File: src/fbdc_pkg.sv
// Constants and types of the DRAM controller
package fbdc_pkg;

    // Clock period and refresh interval
    localparam int MEMORY_CLOCK_PERIOD_NS = 10;
    localparam int REFRESH_INTERVAL_MEMORY_CLOCK_PERIOD = 776;
    localparam int REFRESH_CYCLES         = REFRESH_INTERVAL_MEMORY_CLOCK_PERIOD;
    localparam int REFRESH_CNT_W          = 10;

    // Strobe timing in half clock periods
    localparam int RAS_TO_CAS_HALF_MEMORY_CLOCK_PERIOD  = 4;
    localparam int RAS_PRECHARGE_HALF_MEMORY_CLOCK_PERIOD = 5;
    localparam int CBR_RAS_HOLD_HALF_MEMORY_CLOCK_PERIOD  = 8;

    // Least times round up to whole cycles
    localparam logic [2:0] RAS_TO_CAS_CYCLES =
        3'((RAS_TO_CAS_HALF_MEMORY_CLOCK_PERIOD + 1) / 2);
    localparam logic [2:0] RAS_PRECHARGE_CYCLES =
        3'((RAS_PRECHARGE_HALF_MEMORY_CLOCK_PERIOD + 1) / 2);
    localparam logic [2:0] CBR_RAS_HOLD_CYCLES =
        3'((CBR_RAS_HOLD_HALF_MEMORY_CLOCK_PERIOD + 1) / 2);

    // Memory geometry
    localparam int DATA_W      = 32;
    localparam int MEM_ADDR_W  = 9;
    localparam int BYTE_ADDR_W = 22;
    localparam int BANKS       = 4;
    localparam int LANES       = 4;

    // Bank-count configuration codes
    localparam logic [1:0] BANKS_ONE  = 2'h0;
    localparam logic [1:0] BANKS_TWO  = 2'h1;
    localparam logic [1:0] BANKS_FOUR = 2'h2;

    // Access size codes
    localparam logic [1:0] SIZE_BYTE = 2'h0;
    localparam logic [1:0] SIZE_HALF = 2'h1;
    localparam logic [1:0] SIZE_WORD = 2'h2;

    // Read return buffer depth
    localparam int RETURN_DEPTH = 4;

    typedef enum logic [2:0] {
        ST_IDLE    = 3'b000,
        ST_PRECH   = 3'b001,
        ST_ROW     = 3'b010,
        ST_COL     = 3'b011,
        ST_STROBE  = 3'b100,
        ST_HOLD    = 3'b101,
        ST_CASUP   = 3'b110,
        ST_REFRESH = 3'b111
    } fbdc_state_t;

endpackage

File: src/fbdc_fifo.sv
// Shift-register FIFO with registered head
`timescale 1ns/1ps
module fbdc_fifo #(
    parameter int WIDTH = 32,
    parameter int DEPTH = 4
) (
    // Clock and control
    input  wire logic             ref_clk,
    input  wire logic             reset_n,
    input  wire logic             clkEn,
    // Fill side
    input  wire logic             inValid,
    output logic                  inReady,
    input  wire logic [WIDTH-1:0] inData,
    // Drain side
    output logic                  outValid,
    input  wire logic             outReady,
    output logic [WIDTH-1:0]      outData
);
    logic [WIDTH-1:0] data_reg  [DEPTH];
    logic [DEPTH-1:0] valid_reg;
    logic [WIDTH-1:0] shiftData [DEPTH];
    logic [DEPTH-1:0] shiftValid;
    logic             pop;
    logic             push;

    assign pop      = valid_reg[0] && outReady;
    assign push     = inValid && inReady;
    assign inReady  = !valid_reg[DEPTH-1];
    assign outValid = valid_reg[0];
    assign outData  = data_reg[0];

    // Entries after a possible pop
    always_comb begin
        for (int i = 0; i < DEPTH; i++) begin
            if (pop && i < DEPTH - 1) begin
                shiftValid[i] = valid_reg[i+1];
                shiftData[i]  = data_reg[i+1];
            end else if (pop) begin
                shiftValid[i] = 1'b0;
                shiftData[i]  = data_reg[i];
            end else begin
                shiftValid[i] = valid_reg[i];
                shiftData[i]  = data_reg[i];
            end
        end
    end

    always_ff @(posedge ref_clk) begin
        if (!reset_n) begin
            valid_reg <= '0;
        end else if (clkEn) begin
            for (int i = 0; i < DEPTH; i++) begin
                if (push && !shiftValid[i] &&
                    (i == 0 || shiftValid[(i == 0) ? 0 : i-1])) begin
                    valid_reg[i] <= 1'b1;
                    data_reg[i]  <= inData;
                end else begin
                    valid_reg[i] <= shiftValid[i];
                    data_reg[i]  <= shiftData[i];
                end
            end
        end
    end
endmodule

File: src/fbdc_dram_ctrl.sv
// Frame-buffer DRAM controller, one to four banks
//
// Overview of operation
// - Targets 4Mbit 256Kx16 DRAMs with one column strobe per byte.
// - Random reads, random EDO reads and random writes are generated.
// - Fast page reads, and hyper page EDO reads where configuration allows.
// - Page-mode writes are late writes: write strobe after column strobe.
// - Write-per-bit mask applies to its own cycle only, never retained.
// - Refresh timer requests a refresh every 776 memory clocks.
// - Every refresh is a CAS-before-RAS cycle.
// - Memory addressed uniformly as 8, 16 or 32 bit units.
// - Memory systems of one, two or four banks are supported.
// - Each bank is two 256Kx16 devices: 256K words of 32 bits.
// - One shared 32-bit data bus, two 9-bit multiplexed address buses.
// - Strobes for up to four banks, with two-way bank interleave.
// - Hyper page only for 1MByte, or 2/4MByte with the wide DAC.
// - Standard DRAM, narrow DAC, 2MByte: two banks interleaved.
// - Standard DRAM, wide DAC, 4MByte: banks interleaved.
// - Strobe timing counted in whole memory clock periods.
// - Even and odd bank pairs use separate address buses and each keep a row open.
`timescale 1ns/1ps
module fbdc_dram_ctrl (
    // Clock, reset, enable
    input  wire logic        ref_clk,
    input  wire logic        reset_n,
    input  wire logic        clkEn,
    // Memory configuration
    input  wire logic [1:0]  cfgBankCount,
    input  wire logic        cfgWideDac,
    input  wire logic        cfgEdoDram,
    // Access requests
    input  wire logic        reqValid,
    output logic             reqReady,
    input  wire logic        reqWrite,
    input  wire logic [21:0] reqAddr,
    input  wire logic [1:0]  reqSize,
    input  wire logic [31:0] reqWriteData,
    input  wire logic [31:0] reqBitMask,
    input  wire logic        reqMaskEnable,
    // Read return
    output logic             rdValid,
    input  wire logic        rdReady,
    output logic [31:0]      rdData,
    // DRAM pins
    output logic [3:0]       rowStrobe_n,
    output logic [3:0]       evenBankColumnStrobes_n,
    output logic [3:0]       oddBankColumnStrobes_n,
    output logic [8:0]       evenBankAddressBus,
    output logic [8:0]       oddBankAddressBus,
    output logic             writeEnable_n,
    output logic             outputEnable_n,
    input  wire logic [31:0] memoryDataBusIn,
    output logic [31:0]      memoryDataBusOut,
    output logic             memoryDataBusOe
);
    fbdc_pkg::fbdc_state_t state_reg;
    fbdc_pkg::fbdc_state_t preTarget_reg;
    logic [2:0]  waitCnt_reg;
    logic [1:0]  curBank_reg;
    logic [8:0]  curRow_reg;
    logic [8:0]  curCol_reg;
    logic [3:0]  curLanes_reg;
    logic [1:0]  curShift_reg;
    logic [1:0]  curSize_reg;
    logic        curWrite_reg;
    logic        curHyper_reg;
    logic        curMasked_reg;
    logic [31:0] curData_reg;
    logic [31:0] curMask_reg;
    logic [1:0]  openValid_reg;
    logic [1:0]  openHigh_reg;
    logic [8:0]  openRow_reg [2];
    logic [fbdc_pkg::REFRESH_CNT_W-1:0] refreshCnt_reg;
    logic        refreshPending_reg;
    logic        reqReady_reg;

    logic        interleaveOn;
    logic        hyperOn;
    logic [19:0] wordAddr;
    logic [1:0]  reqBank;
    logic [8:0]  reqRow;
    logic [8:0]  reqCol;
    logic        reqParity;
    logic        pageHit;
    logic        accept;
    logic        refreshTick;
    logic        refreshGrant;
    logic        fifoPush;
    logic        fifoInReady;

    // Byte lanes touched by an access of the given size
    function automatic logic [3:0] laneMask(input logic [1:0] size,
                                            input logic [1:0] shift);
        unique case (size)
            fbdc_pkg::SIZE_BYTE: laneMask = 4'(4'h1 << shift);
            fbdc_pkg::SIZE_HALF: laneMask = shift[1] ? 4'hC : 4'h3;
            default:             laneMask = 4'hF;
        endcase
    endfunction

    // Moves a read unit to the low end
    function automatic logic [31:0] alignRead(input logic [31:0] word,
                                              input logic [1:0]  size,
                                              input logic [1:0]  shift);
        logic [31:0] moved;
        moved = word >> {shift, 3'h0};
        unique case (size)
            fbdc_pkg::SIZE_BYTE: alignRead = {24'h000000, moved[7:0]};
            fbdc_pkg::SIZE_HALF: alignRead = {16'h0000, moved[15:0]};
            default:             alignRead = word;
        endcase
    endfunction

    assign accept       = reqValid && reqReady_reg;
    assign refreshTick  = refreshCnt_reg ==
                          fbdc_pkg::REFRESH_CNT_W'(fbdc_pkg::REFRESH_CYCLES - 1);
    assign refreshGrant = clkEn && state_reg == fbdc_pkg::ST_REFRESH &&
                          waitCnt_reg == 3'h0;
    assign reqReady     = reqReady_reg;

    // Interleave only for standard DRAM layouts
    always_comb begin
        interleaveOn = !cfgEdoDram &&
            ((cfgBankCount == fbdc_pkg::BANKS_TWO && !cfgWideDac) ||
             (cfgBankCount == fbdc_pkg::BANKS_FOUR && cfgWideDac));
        hyperOn = cfgEdoDram &&
            (cfgBankCount == fbdc_pkg::BANKS_ONE || cfgWideDac);
    end

    // Byte address to bank, row and column
    always_comb begin
        wordAddr = reqAddr[21:2];
        if (interleaveOn) begin
            reqCol  = wordAddr[9:1];
            reqRow  = wordAddr[18:10];
            reqBank = {wordAddr[19], wordAddr[0]};
        end else begin
            reqCol  = wordAddr[8:0];
            reqRow  = wordAddr[17:9];
            reqBank = wordAddr[19:18];
        end
        unique case (cfgBankCount)
            fbdc_pkg::BANKS_ONE: reqBank = 2'h0;
            fbdc_pkg::BANKS_TWO: reqBank[1] = 1'b0;
            default:             reqBank = reqBank;
        endcase
        reqParity = reqBank[0];
        pageHit   = openValid_reg[reqParity] &&
                    openHigh_reg[reqParity] == reqBank[1] &&
                    openRow_reg[reqParity] == reqRow;
    end

    // Refresh timer, free running
    always_ff @(posedge ref_clk) begin
        if (!reset_n) begin
            refreshCnt_reg     <= '0;
            refreshPending_reg <= 1'b0;
        end else if (clkEn) begin
            refreshCnt_reg <= refreshTick ? '0 : refreshCnt_reg + 1'b1;
            // A tick in the grant cycle is kept
            if (refreshTick) begin
                refreshPending_reg <= 1'b1;
            end else if (refreshGrant) begin
                refreshPending_reg <= 1'b0;
            end
        end
    end

    // Ready is offered one idle cycle ahead, so a read always has room
    always_ff @(posedge ref_clk) begin
        if (!reset_n) begin
            reqReady_reg <= 1'b0;
        end else if (clkEn) begin
            reqReady_reg <= state_reg == fbdc_pkg::ST_IDLE && !accept &&
                            !refreshPending_reg && !refreshTick &&
                            fifoInReady;
        end
    end

    assign fifoPush = clkEn && !curWrite_reg &&
        ((state_reg == fbdc_pkg::ST_HOLD && !curHyper_reg) ||
         (state_reg == fbdc_pkg::ST_CASUP && curHyper_reg));

    // Cycle sequencer and DRAM pins
    always_ff @(posedge ref_clk) begin
        if (!reset_n) begin
            state_reg               <= fbdc_pkg::ST_IDLE;
            preTarget_reg           <= fbdc_pkg::ST_IDLE;
            waitCnt_reg             <= 3'h0;
            curBank_reg             <= 2'h0;
            curRow_reg              <= 9'h000;
            curCol_reg              <= 9'h000;
            curLanes_reg            <= 4'h0;
            curShift_reg            <= 2'h0;
            curSize_reg             <= 2'h0;
            curWrite_reg            <= 1'b0;
            curHyper_reg            <= 1'b0;
            curMasked_reg           <= 1'b0;
            curData_reg             <= 32'h00000000;
            curMask_reg             <= 32'h00000000;
            openValid_reg           <= 2'h0;
            openHigh_reg            <= 2'h0;
            openRow_reg[0]          <= 9'h000;
            openRow_reg[1]          <= 9'h000;
            rowStrobe_n             <= 4'hF;
            evenBankColumnStrobes_n <= 4'hF;
            oddBankColumnStrobes_n  <= 4'hF;
            evenBankAddressBus      <= 9'h000;
            oddBankAddressBus       <= 9'h000;
            writeEnable_n           <= 1'b1;
            outputEnable_n          <= 1'b1;
            memoryDataBusOut        <= 32'h00000000;
            memoryDataBusOe         <= 1'b0;
        end else if (clkEn) begin
            unique case (state_reg)
                fbdc_pkg::ST_IDLE: begin
                    if (accept) begin
                        curBank_reg   <= reqBank;
                        curRow_reg    <= reqRow;
                        curCol_reg    <= reqCol;
                        curShift_reg  <= reqAddr[1:0];
                        curSize_reg   <= reqSize;
                        curLanes_reg  <= laneMask(reqSize, reqAddr[1:0]);
                        curWrite_reg  <= reqWrite;
                        curHyper_reg  <= hyperOn && !reqWrite;
                        curMasked_reg <= reqWrite && reqMaskEnable;
                        curData_reg   <= reqWriteData << {reqAddr[1:0], 3'h0};
                        curMask_reg   <= reqBitMask;
                        waitCnt_reg   <= 3'h0;
                        if (openValid_reg[reqParity] &&
                            (!pageHit || (reqWrite && reqMaskEnable))) begin
                            // Masked writes always open a fresh row
                            rowStrobe_n[{openHigh_reg[reqParity],
                                         reqParity}] <= 1'b1;
                            openValid_reg[reqParity] <= 1'b0;
                            preTarget_reg <= fbdc_pkg::ST_ROW;
                            waitCnt_reg   <= fbdc_pkg::RAS_PRECHARGE_CYCLES -
                                             3'h1;
                            state_reg     <= fbdc_pkg::ST_PRECH;
                        end else if (pageHit) begin
                            state_reg <= fbdc_pkg::ST_COL;
                        end else begin
                            state_reg <= fbdc_pkg::ST_ROW;
                        end
                    end else if (refreshPending_reg) begin
                        waitCnt_reg <= 3'h0;
                        if (openValid_reg != 2'h0) begin
                            rowStrobe_n   <= 4'hF;
                            openValid_reg <= 2'h0;
                            preTarget_reg <= fbdc_pkg::ST_REFRESH;
                            waitCnt_reg   <= fbdc_pkg::RAS_PRECHARGE_CYCLES -
                                             3'h1;
                            state_reg     <= fbdc_pkg::ST_PRECH;
                        end else begin
                            state_reg <= fbdc_pkg::ST_REFRESH;
                        end
                    end
                end
                fbdc_pkg::ST_PRECH: begin
                    if (waitCnt_reg == 3'h0) begin
                        state_reg <= preTarget_reg;
                    end else begin
                        waitCnt_reg <= waitCnt_reg - 3'h1;
                    end
                end
                fbdc_pkg::ST_ROW: begin
                    waitCnt_reg <= waitCnt_reg + 3'h1;
                    if (waitCnt_reg == 3'h0) begin
                        if (curBank_reg[0]) begin
                            oddBankAddressBus <= curRow_reg;
                        end else begin
                            evenBankAddressBus <= curRow_reg;
                        end
                    end else if (waitCnt_reg == 3'h1) begin
                        rowStrobe_n[curBank_reg] <= 1'b0;
                        openValid_reg[curBank_reg[0]] <= 1'b1;
                        openHigh_reg[curBank_reg[0]]  <= curBank_reg[1];
                        openRow_reg[curBank_reg[0]]   <= curRow_reg;
                        if (curMasked_reg) begin
                            writeEnable_n    <= 1'b0;
                            memoryDataBusOut <= curMask_reg;
                            memoryDataBusOe  <= 1'b1;
                        end
                    end else if (waitCnt_reg == 3'h2) begin
                        writeEnable_n   <= 1'b1;
                        memoryDataBusOe <= 1'b0;
                    end
                    if (waitCnt_reg == fbdc_pkg::RAS_TO_CAS_CYCLES + 3'h1) begin
                        state_reg <= fbdc_pkg::ST_COL;
                    end
                end
                fbdc_pkg::ST_COL: begin
                    if (curBank_reg[0]) begin
                        oddBankAddressBus <= curCol_reg;
                    end else begin
                        evenBankAddressBus <= curCol_reg;
                    end
                    if (curWrite_reg) begin
                        memoryDataBusOut <= curData_reg;
                        memoryDataBusOe  <= 1'b1;
                    end else begin
                        outputEnable_n <= 1'b0;
                    end
                    state_reg <= fbdc_pkg::ST_STROBE;
                end
                fbdc_pkg::ST_STROBE: begin
                    if (curBank_reg[0]) begin
                        oddBankColumnStrobes_n <= ~curLanes_reg;
                    end else begin
                        evenBankColumnStrobes_n <= ~curLanes_reg;
                    end
                    if (curWrite_reg) begin
                        state_reg <= fbdc_pkg::ST_HOLD;
                    end else if (curHyper_reg) begin
                        state_reg <= fbdc_pkg::ST_CASUP;
                    end else begin
                        state_reg <= fbdc_pkg::ST_HOLD;
                    end
                end
                fbdc_pkg::ST_HOLD: begin
                    // Write strobe follows the column strobe
                    if (curWrite_reg) begin
                        writeEnable_n <= 1'b0;
                        state_reg     <= fbdc_pkg::ST_CASUP;
                    end else begin
                        evenBankColumnStrobes_n <= 4'hF;
                        oddBankColumnStrobes_n  <= 4'hF;
                        state_reg <= fbdc_pkg::ST_CASUP;
                    end
                end
                fbdc_pkg::ST_CASUP: begin
                    // EDO keeps the data after the strobe rises
                    evenBankColumnStrobes_n <= 4'hF;
                    oddBankColumnStrobes_n  <= 4'hF;
                    writeEnable_n   <= 1'b1;
                    outputEnable_n  <= 1'b1;
                    memoryDataBusOe <= 1'b0;
                    if (curMasked_reg) begin
                        rowStrobe_n[curBank_reg] <= 1'b1;
                        openValid_reg[curBank_reg[0]] <= 1'b0;
                        preTarget_reg <= fbdc_pkg::ST_IDLE;
                        waitCnt_reg   <= fbdc_pkg::RAS_PRECHARGE_CYCLES - 3'h1;
                        state_reg     <= fbdc_pkg::ST_PRECH;
                    end else begin
                        state_reg <= fbdc_pkg::ST_IDLE;
                    end
                end
                fbdc_pkg::ST_REFRESH: begin
                    waitCnt_reg <= waitCnt_reg + 3'h1;
                    if (waitCnt_reg == 3'h0) begin
                        evenBankColumnStrobes_n <= 4'h0;
                        oddBankColumnStrobes_n  <= 4'h0;
                    end else if (waitCnt_reg == 3'h1) begin
                        rowStrobe_n <= 4'h0;
                    end else if (waitCnt_reg ==
                                 fbdc_pkg::CBR_RAS_HOLD_CYCLES + 3'h1) begin
                        rowStrobe_n             <= 4'hF;
                        evenBankColumnStrobes_n <= 4'hF;
                        oddBankColumnStrobes_n  <= 4'hF;
                        preTarget_reg <= fbdc_pkg::ST_IDLE;
                        waitCnt_reg   <= fbdc_pkg::RAS_PRECHARGE_CYCLES - 3'h1;
                        state_reg     <= fbdc_pkg::ST_PRECH;
                    end
                end
            endcase
        end
    end

    // Read return buffer
    fbdc_fifo #(
        .WIDTH (fbdc_pkg::DATA_W),
        .DEPTH (fbdc_pkg::RETURN_DEPTH)
    ) returnFifo (
        .ref_clk  (ref_clk),
        .reset_n  (reset_n),
        .clkEn    (clkEn),
        .inValid  (fifoPush),
        .inReady  (fifoInReady),
        .inData   (alignRead(memoryDataBusIn, curSize_reg, curShift_reg)),
        .outValid (rdValid),
        .outReady (rdReady),
        .outData  (rdData)
    );
endmodule

File: config.mk
export PLATFORM = sky130hd
export DESIGN_NAME = fbdc_dram_ctrl
export DESIGN_NICKNAME = d
export VERILOG_FILES = /design/src/fbdc_pkg.sv /design/src/fbdc_fifo.sv /design/src/fbdc_dram_ctrl.sv
export SDC_FILE = /design/constraint.sdc
export NUM_CORES = 1
export LEC_CHECK = 0
export BUFFER_PORTS_ARGS = -buffer_cell sky130_fd_sc_hd__buf_4
export CAP_MARGIN = 10
export CORE_MARGIN = 2
export CORE_UTILIZATION = 31
export CTS_BUF_LIST = sky130_fd_sc_hd__clkbuf_4 sky130_fd_sc_hd__clkbuf_8
export DETAILED_ROUTE_END_ITERATION = 8
export MAX_ROUTING_LAYER = met4
export SETUP_SLACK_MARGIN = 0.02
export SYNTH_ARGS = -nofsm -noshare
export SYNTH_HDL_FRONTEND = slang
export SYNTH_SLANG_ARGS = --single-unit
File: constraint.sdc
create_clock -name ref_clk -period 4.6 [get_ports ref_clk]
set_input_delay 0.69 -clock ref_clk [delete_from_list [all_inputs] [get_ports ref_clk]]
set_output_delay 0.69 -clock ref_clk [all_outputs]
set_load 0.02 [all_outputs]
==> results of run 1 <==
## routing by layer
metal  share of wire (%)  up-vias  global-route usage, %  wire [um]
met5                   0        -                      -          0
met4                 2.3        0                   5.43       1040
met3                 8.6       76                   4.76       3880
met2                  45      447                   27.2      20000
met1                  44     6130                   23.0      20000
li1                    -     6208                      -          -
## per-stage QoR
step	hold slack, ns	instance area [sq um]	util, %	cells	worst slack [ns]
CTS	0.248	18900	38.7	2548	1.43
detailed placement	0.447	17600	36.2	2444	1.32
finish	0.301	18900	38.8	2551	1.46
floorplan	0.432	15200	-	1644	0.343
global route	0.281	18900	38.8	2551	1.19
global placement	0.440	17600	36.2	2444	1.37
## power breakdown
group / total [mW] / switching [mW] / internal [mW]
clock network: 2.90 / 1.24 / 1.65
registers: 3.33 / 0.0990 / 3.23
logic: 1.59 / 1.04 / 0.553
## layout make-up
type	instances	area, sq um	share of cell area (%)
multi-input cells	1143	6530	34.6
flip-flops and latches	334	8150	43.1
inverters	45	171	0.907
diodes	3	7.51	0.0397
clock inverters	15	124	0.656
well taps	664	831	4.40
clock buffers	89	1120	5.92
repair buffers	258	1960	10.4
## cell usage in the layout (no fill, tap or decap), types with 63 or more instances in the layout
cell,n
nand2_1,276
a21oi_1,130
nand3_1,63
edfxtp_1,146
buf_4,256
clkbuf_8,72
mux2i_1,72
o21ai_0,113
dfxtp_1,187
nor2_1,162
## worst max-delay path by stage
| stage | to | slack (ns) | cells past startpoint |
|---|---|---|---|
| after global placement | waitCnt_reg[1] | 1.37 | 10 |
| after floorplan | returnFifo.data_reg[3][0] | 0.34 | 5 |
| final | returnFifo.data_reg[1][10] | 1.46 | 7 |
| after detailed placement | waitCnt_reg[1] | 1.32 | 10 |
| after global routing | returnFifo.data_reg[1][4] | 1.19 | 8 |
| after CTS | returnFifo.data_reg[1][10] | 1.43 | 7 |
## critical path: stages, from the launching register on
cell and delay [ns]:
dfxtp_2 0.32, buf_4 0.49, nor2b_1 0.21, nand2_1 0.13, a2111o_1 0.32, nor2_1 0.15, a21oi_4 0.77, mux2_2 0.41
## kinds of logic (layout without fill, tap and decap cells)
family	Yosys count	after routing	synth area share, %
flip-flops	334	334	53.4
multiplexers	100	100	6.82
other	0	3	0
buffers and inverters	167	407	4.25
AND/OR/NAND/NOR	624	624	17.8
AO/OA/AOI/OAI	393	393	16.0
adder cells (fa/ha/maj)	7	7	0.574
XOR/XNOR	19	19	1.09
==> metrics.txt, run 1 <==
worst IR drop on VDD 223 uV; most frequent cells after synthesis 278 x nand2_1, 188 x dfxtp_1, 163 x nor2_1; Clk Latency, worst-skew pair ~0.65 ns; syn_area_per_cell a little over 9 sq um; most numerous cell in the Yosys netlist nand2_1; FF+latch count, synth 334; CP Launch Point state_reg[0]; drt first-iter violations roughly 1,100; largest net degree at the start of global routing 90; total CTS buffers between 50 and 60; Final Hold Viols 0; Max FO, Critical Path roughly 60; WHS Path Cells 3; post-cts hold buffer count 0; CP startpoint kind flip-flop; layout cells sized above 1 21.9%; synthesized netlist cell count 1,644; Clock Tree Buf Depth 3; period utilisation layout between 60% and 70%; Synth area leader edfxtp_1; setup bufs post-CTS 0; Final Max Slew Viols 0; maximum clock frequency between 0.3 and 0.4 GHz; Leak approximately 7.0 nW; Worst Reg-to-Reg Cells 7; total power just under 8 mW; Layout Nets about 2,000; die width roughly 230 um; r2r setup slk around 1.5 ns; synth top area cells edfxtp_1 29%, dfxtp_1 25%, nand2_1 6.8%; Ports 230; DRT Pass-1 Iters 5; fin crit period approximately 3.1 ns; Worst setup EP type flip-flop; synth unique cells 60; Hold EP curMask_reg[26]; CTS tree built; drt drc 0; Remaining Overflow, GRT 0; H-tree Lvls 2; routed vias 12,900; worst reg2reg endpoint returnFifo.data_reg[1][10]; CTS root buf clkbuf_8; Mapped Area 0.0152 sq mm; ys flop type dfxtp_1; Worst EP required a little under 5 ns; CTS resizes 0; hpwl dp around 30,000 um; status finished, final reports clean; Antenna Nets Post-Route 0; number of flip-flops in the largest register about 130; Crit Path Class reg -> reg; wire per inst about 18 um; DIE HEIGHT about 230 um; Crit Reg-Reg Startpoint state_reg[0]; first-pass GRT wire length 69,200 um; Std-Cell Rows between 80 and 90; GRT Util Overall between 10% and 20%; clock skew ~0.043 ns; Total Routed Length 44,900 um; share of the synthesized area in the top cell type between 20% and 30%; PwrDens a little over 400 mW/mm^2; core area between 0.04 and 0.05 sq mm; area delta synth->final 23.9%; total of max-cap violations 0; Seq/Total Area, Yosys ~53%; Reg clk slew, reported paths ~0.06 ns; Total Neg Setup Slack 0 ns; Initial Utilization a little under a third; ys async rst share 0%; antenna violations before repair 3; PortBufs 229; die area 0.0510 sq mm; Hold Crit Class in -> reg; slew margin rel. a little over a quarter; hold path start reqBitMask[26]; Post-synth EDFFs roughly 150; Placer Congestion around 0.90; yosys warns 0; Mapped Nets roughly 1,800; number of global-route vias before repair 12,300; Tightest Pin Transition 1.10 ns; Data arrival, critical path about 3.5 ns; RSZ-0062 raised after global routing no; fill cell count 4,810; clk sinks around 330; Vias/cell roughly 5.0; final setup vio count 0
(Power assumes the default switching activity.)
==> run 2, diff against run 1 <==
- ABC_AREA: not set -> 1
- clock period: 4.6 -> 2.8 ns (I/O delays scaled with it)
==> run 2 against run 1 <==
  * Critical path type unchanged
  * Total power grew 73%
  * Sequential power up 70%
  * Area after synthesis is 0.15% lower
==> metrics.txt, run 2 <==
status finished, final reports clean; Worst Setup Slack, final 0.250 ns (-1.21 ns); synthesized netlist cell count 1,767 (+7.5%); Flop pwr share 41.9% (-0.7 points); CTS root buf clkbuf_8; DRT Pass-1 Iters 5 (unchanged); synth top area cells edfxtp_1 29%, dfxtp_1 25%, nand2_1 7.6%; GRT Util Overall 18.5% (+0.70 points); final setup vio count 0 (unchanged); critical-path cell list nand2_2, nor2_4, nor2_1, nor4_1, nand2_1, inv_2, nand4_1, nand2_1, buf_12, mux2_2; yosys warns 0 (unchanged); total of max-cap violations 0 (unchanged); share of the synthesized area in the top cell type 28.8% (+0.043 points); area delta synth->final 27.2%; Post-synth EDFFs 146 (unchanged); Ports 230 (unchanged); commonest non-fill, non-tap cell in the layout nand2_1; r2r setup slk 0.25 ns (-1.21 ns); Mapped Nets 1,905 (+6.9%); cell mode on critical path nand2_1; fill cell count 4,924 (+2.4%); ys async rst share 0% (unchanged); hpwl dp 32,100 um (+4.9%); CTS tree built; delay-heaviest family, CP simple AND/OR/NAND/NOR gates; H-tree Lvls 2 (unchanged); worst slack at placement 0.224 ns (-1.09 ns); Buffers & Inverters on Critical Path 2 (+1); Clock Tree Buf Depth 3 (unchanged); Antenna Nets Post-Route 0 (unchanged); die area 0.0509 sq mm (-0.14%); Vias/cell 4.87 (-3.4%); Remaining Overflow, GRT 0 (unchanged); Total Neg Setup Slack 0 ns (unchanged); PortBufs 229 (unchanged); drt drc 0 (unchanged); Hold EP curMask_reg[12]; Leak 7.82 nW (+12%); core area 0.0487 sq mm (unchanged); fin crit period 2.55 ns (-0.592 ns); Crit Reg-Reg Startpoint state_reg[2]; Combinational Power Share 20.6% (+0.2 points); largest net degree at the start of global routing 98 (+8.9%); FF+latch count, synth 334 (unchanged); Clk pwr share 37.5% (+0.5 points); hold path start reqBitMask[12]; Worst EP required 3.19 ns (-1.77 ns); routed vias 13,300 (+3.5%); Seq/Total Area, Yosys 53.5% (+0.079 points); sw frac 30.6% (+0.11 points); Switching Power 4.14 mW (+73%); Placer Congestion 0.882 (-2.0%); RSZ-0062 raised after global routing no; wire per inst 16.9 um (-3.8%); Layout Nets 2,155 (+9.0%); Hold Crit Class in -> reg; Internal 9.37 mW (+72%); Total Routed Length 46,300 um (+3.1%); largest stage delay on the critical path 0.49 ns (-0.28 ns); Reg clk slew, reported paths 0.06 ns (about the same); maximum clock frequency 0.392 GHz (+23%); PwrDens 698 mW/mm^2 (+69%); ys flop type dfxtp_1; antenna violations before repair 1 (-2); period utilisation layout 91.1% (+23 points); layout cells sized above 1 22.1% (+0.23 points); most frequent cells after synthesis 307 x nand2_1, 223 x nor2_1, 188 x dfxtp_1; most numerous cell in the Yosys netlist nand2_1; clock skew 0.0449 ns (+0.00200 ns); DIE HEIGHT 226 um (about the same); Clk Latency, worst-skew pair 0.66 ns (about the same); die width 226 um (about the same); slew margin rel. 39.9% (+14 points); final core occ 39.7% (+0.96 points); worst reg2reg endpoint returnFifo.data_reg[1][3]; total power 13.5 mW (+73%); Synth area leader edfxtp_1; commonest cells after routing, fill and taps aside 306 x nand2_1, 254 x buf_4, 222 x nor2_1; Final Hold Viols 0 (unchanged); Worst setup EP type flip-flop; worst IR drop on VDD 324 uV (+45%); first-pass GRT wire length 71,500 um (+3.2%); total CTS buffers 59 (+3.5%); number of flip-flops in the largest register 128 (unchanged); Worst Reg-to-Reg Cells 10 (+3); Tightest Pin Transition 0.901 ns (-0.202 ns); crit path max-delay cell type dfxtp_1; Data arrival, critical path 2.94 ns (-0.56 ns); Final Max Slew Viols 0 (unchanged); WHS Path Cells 3 (unchanged); CTS resizes 0 (unchanged); Std-Cell Rows 81 (unchanged); Mapped Area 0.0152 sq mm (-0.15%); synth unique cells 55 (-8.3%); drt first-iter violations 1,042 (-1.8%); syn_area_per_cell 8.61 sq um (-7.1%); Initial Utilization 31.2% (-0.046 points); clk sinks 334 (unchanged); Crit Path Class reg -> reg; CP startpoint kind flip-flop; Max FO, Critical Path 48 (-19%); number of global-route vias before repair 13,000 (+5.6%)
==> run 2: cell count changes after synthesis, sizes merged, moves of 31 or more <==
cell    change
nor2       +68
a211oi     -49
a31oi      +54
clkbuf     -31
o21ai      +92
a311oi     -33
inv       +127
nand2      +33
mux2i      -65
==> run 2: area by class of cell <==
| cell class | count | area [sq um] | share of cell area (%) |
|---|---|---|---|
| flip-flops and latches | 334 | 8150 | 42.1 |
| inverters | 173 | 658 | 3.40 |
| multi-input cells | 1162 | 6030 | 31.1 |
| diodes | 1 | 2.50 | 0.0129 |
| well taps | 664 | 831 | 4.29 |
| clock buffers | 85 | 1070 | 5.53 |
| clock inverters | 27 | 263 | 1.36 |
| repair buffers | 287 | 2360 | 12.2 |
==> run 2: worst min-delay path, delay by kind of cell <==
family	cells	cell delay (ns)
and+or+nand+nor	1	0.09
buffers and inverters	1	0.07
AOI/OAI and AO/OA	1	0.07
==> run 2: power groups by stage <==
stage,clock [mW],combinational [mW],sequential [mW]
6_report,5.06,2.78,5.66
5_1_grt,5.41,3.08,5.70
4_1_cts,5.21,2.78,5.66
3_5_place_dp,0,2.74,5.76
3_3_place_gp,0,2.73,5.76
2_1_floorplan,0,1.67,5.82
==> run 2: stage by stage <==
| stage | cells | cell area (sq um) | hold slack [ns] |
|---|---|---|---|
| after global routing | 2733 | 19400 | 0.0253 |
| final | 2733 | 19400 | 0.0488 |
| after CTS | 2732 | 19400 | 0.000430 |
| after detailed placement | 2599 | 17800 | 0.441 |
| after global placement | 2599 | 17800 | 0.436 |
| after floorplan | 1767 | 15300 | 0.430 |
==> run 2: worst max-delay path by stage <==
stage                          from                         end  slack [ns]  cells past startpoint
floorplan                     clkEn   returnFifo.data_reg[0][0]        0.06                      8
global placement       state_reg[2]   returnFifo.data_reg[1][1]        0.28                     10
detailed placement  cfgBankCount[0]              rowStrobe_n[1]        0.22                     16
CTS                    state_reg[2]  returnFifo.data_reg[1][11]        0.25                     10
global route           state_reg[2]   returnFifo.data_reg[1][3]        0.02                     12
finish                 state_reg[2]   returnFifo.data_reg[1][3]        0.25                     10
==> run 2: repair_timing <==
item                      in CTS  in global routing
hold endpoints to repair      21                  0
hold buffers                  21                  0
setup buffers                  0                  0
==> run 2: metal layers <==
metal  part of all wire, %  GRT usage, %  vias to the layer above  routed length, um
met5                     0             -                        -                  0
met4                   3.2          6.62                        0               1480
met3                   7.9          4.85                       83               3640
met2                    45          29.0                      472              20900
met1                    44          23.0                     6224              20200
li1                      -             -                     6534                  -
==> run 2: logic make-up (layout without fill, tap and decap cells) <==
kind of cell	after synthesis	count (layout)	synth area share, %
other cells	0	1	0
simple gates	636	636	17.5
mux	55	55	4.01
compound gates	461	461	17.0
buf+inv	271	572	7.23
fa+ha+maj	7	7	0.575
xor+xnor	3	3	0.173
flops	334	334	53.5
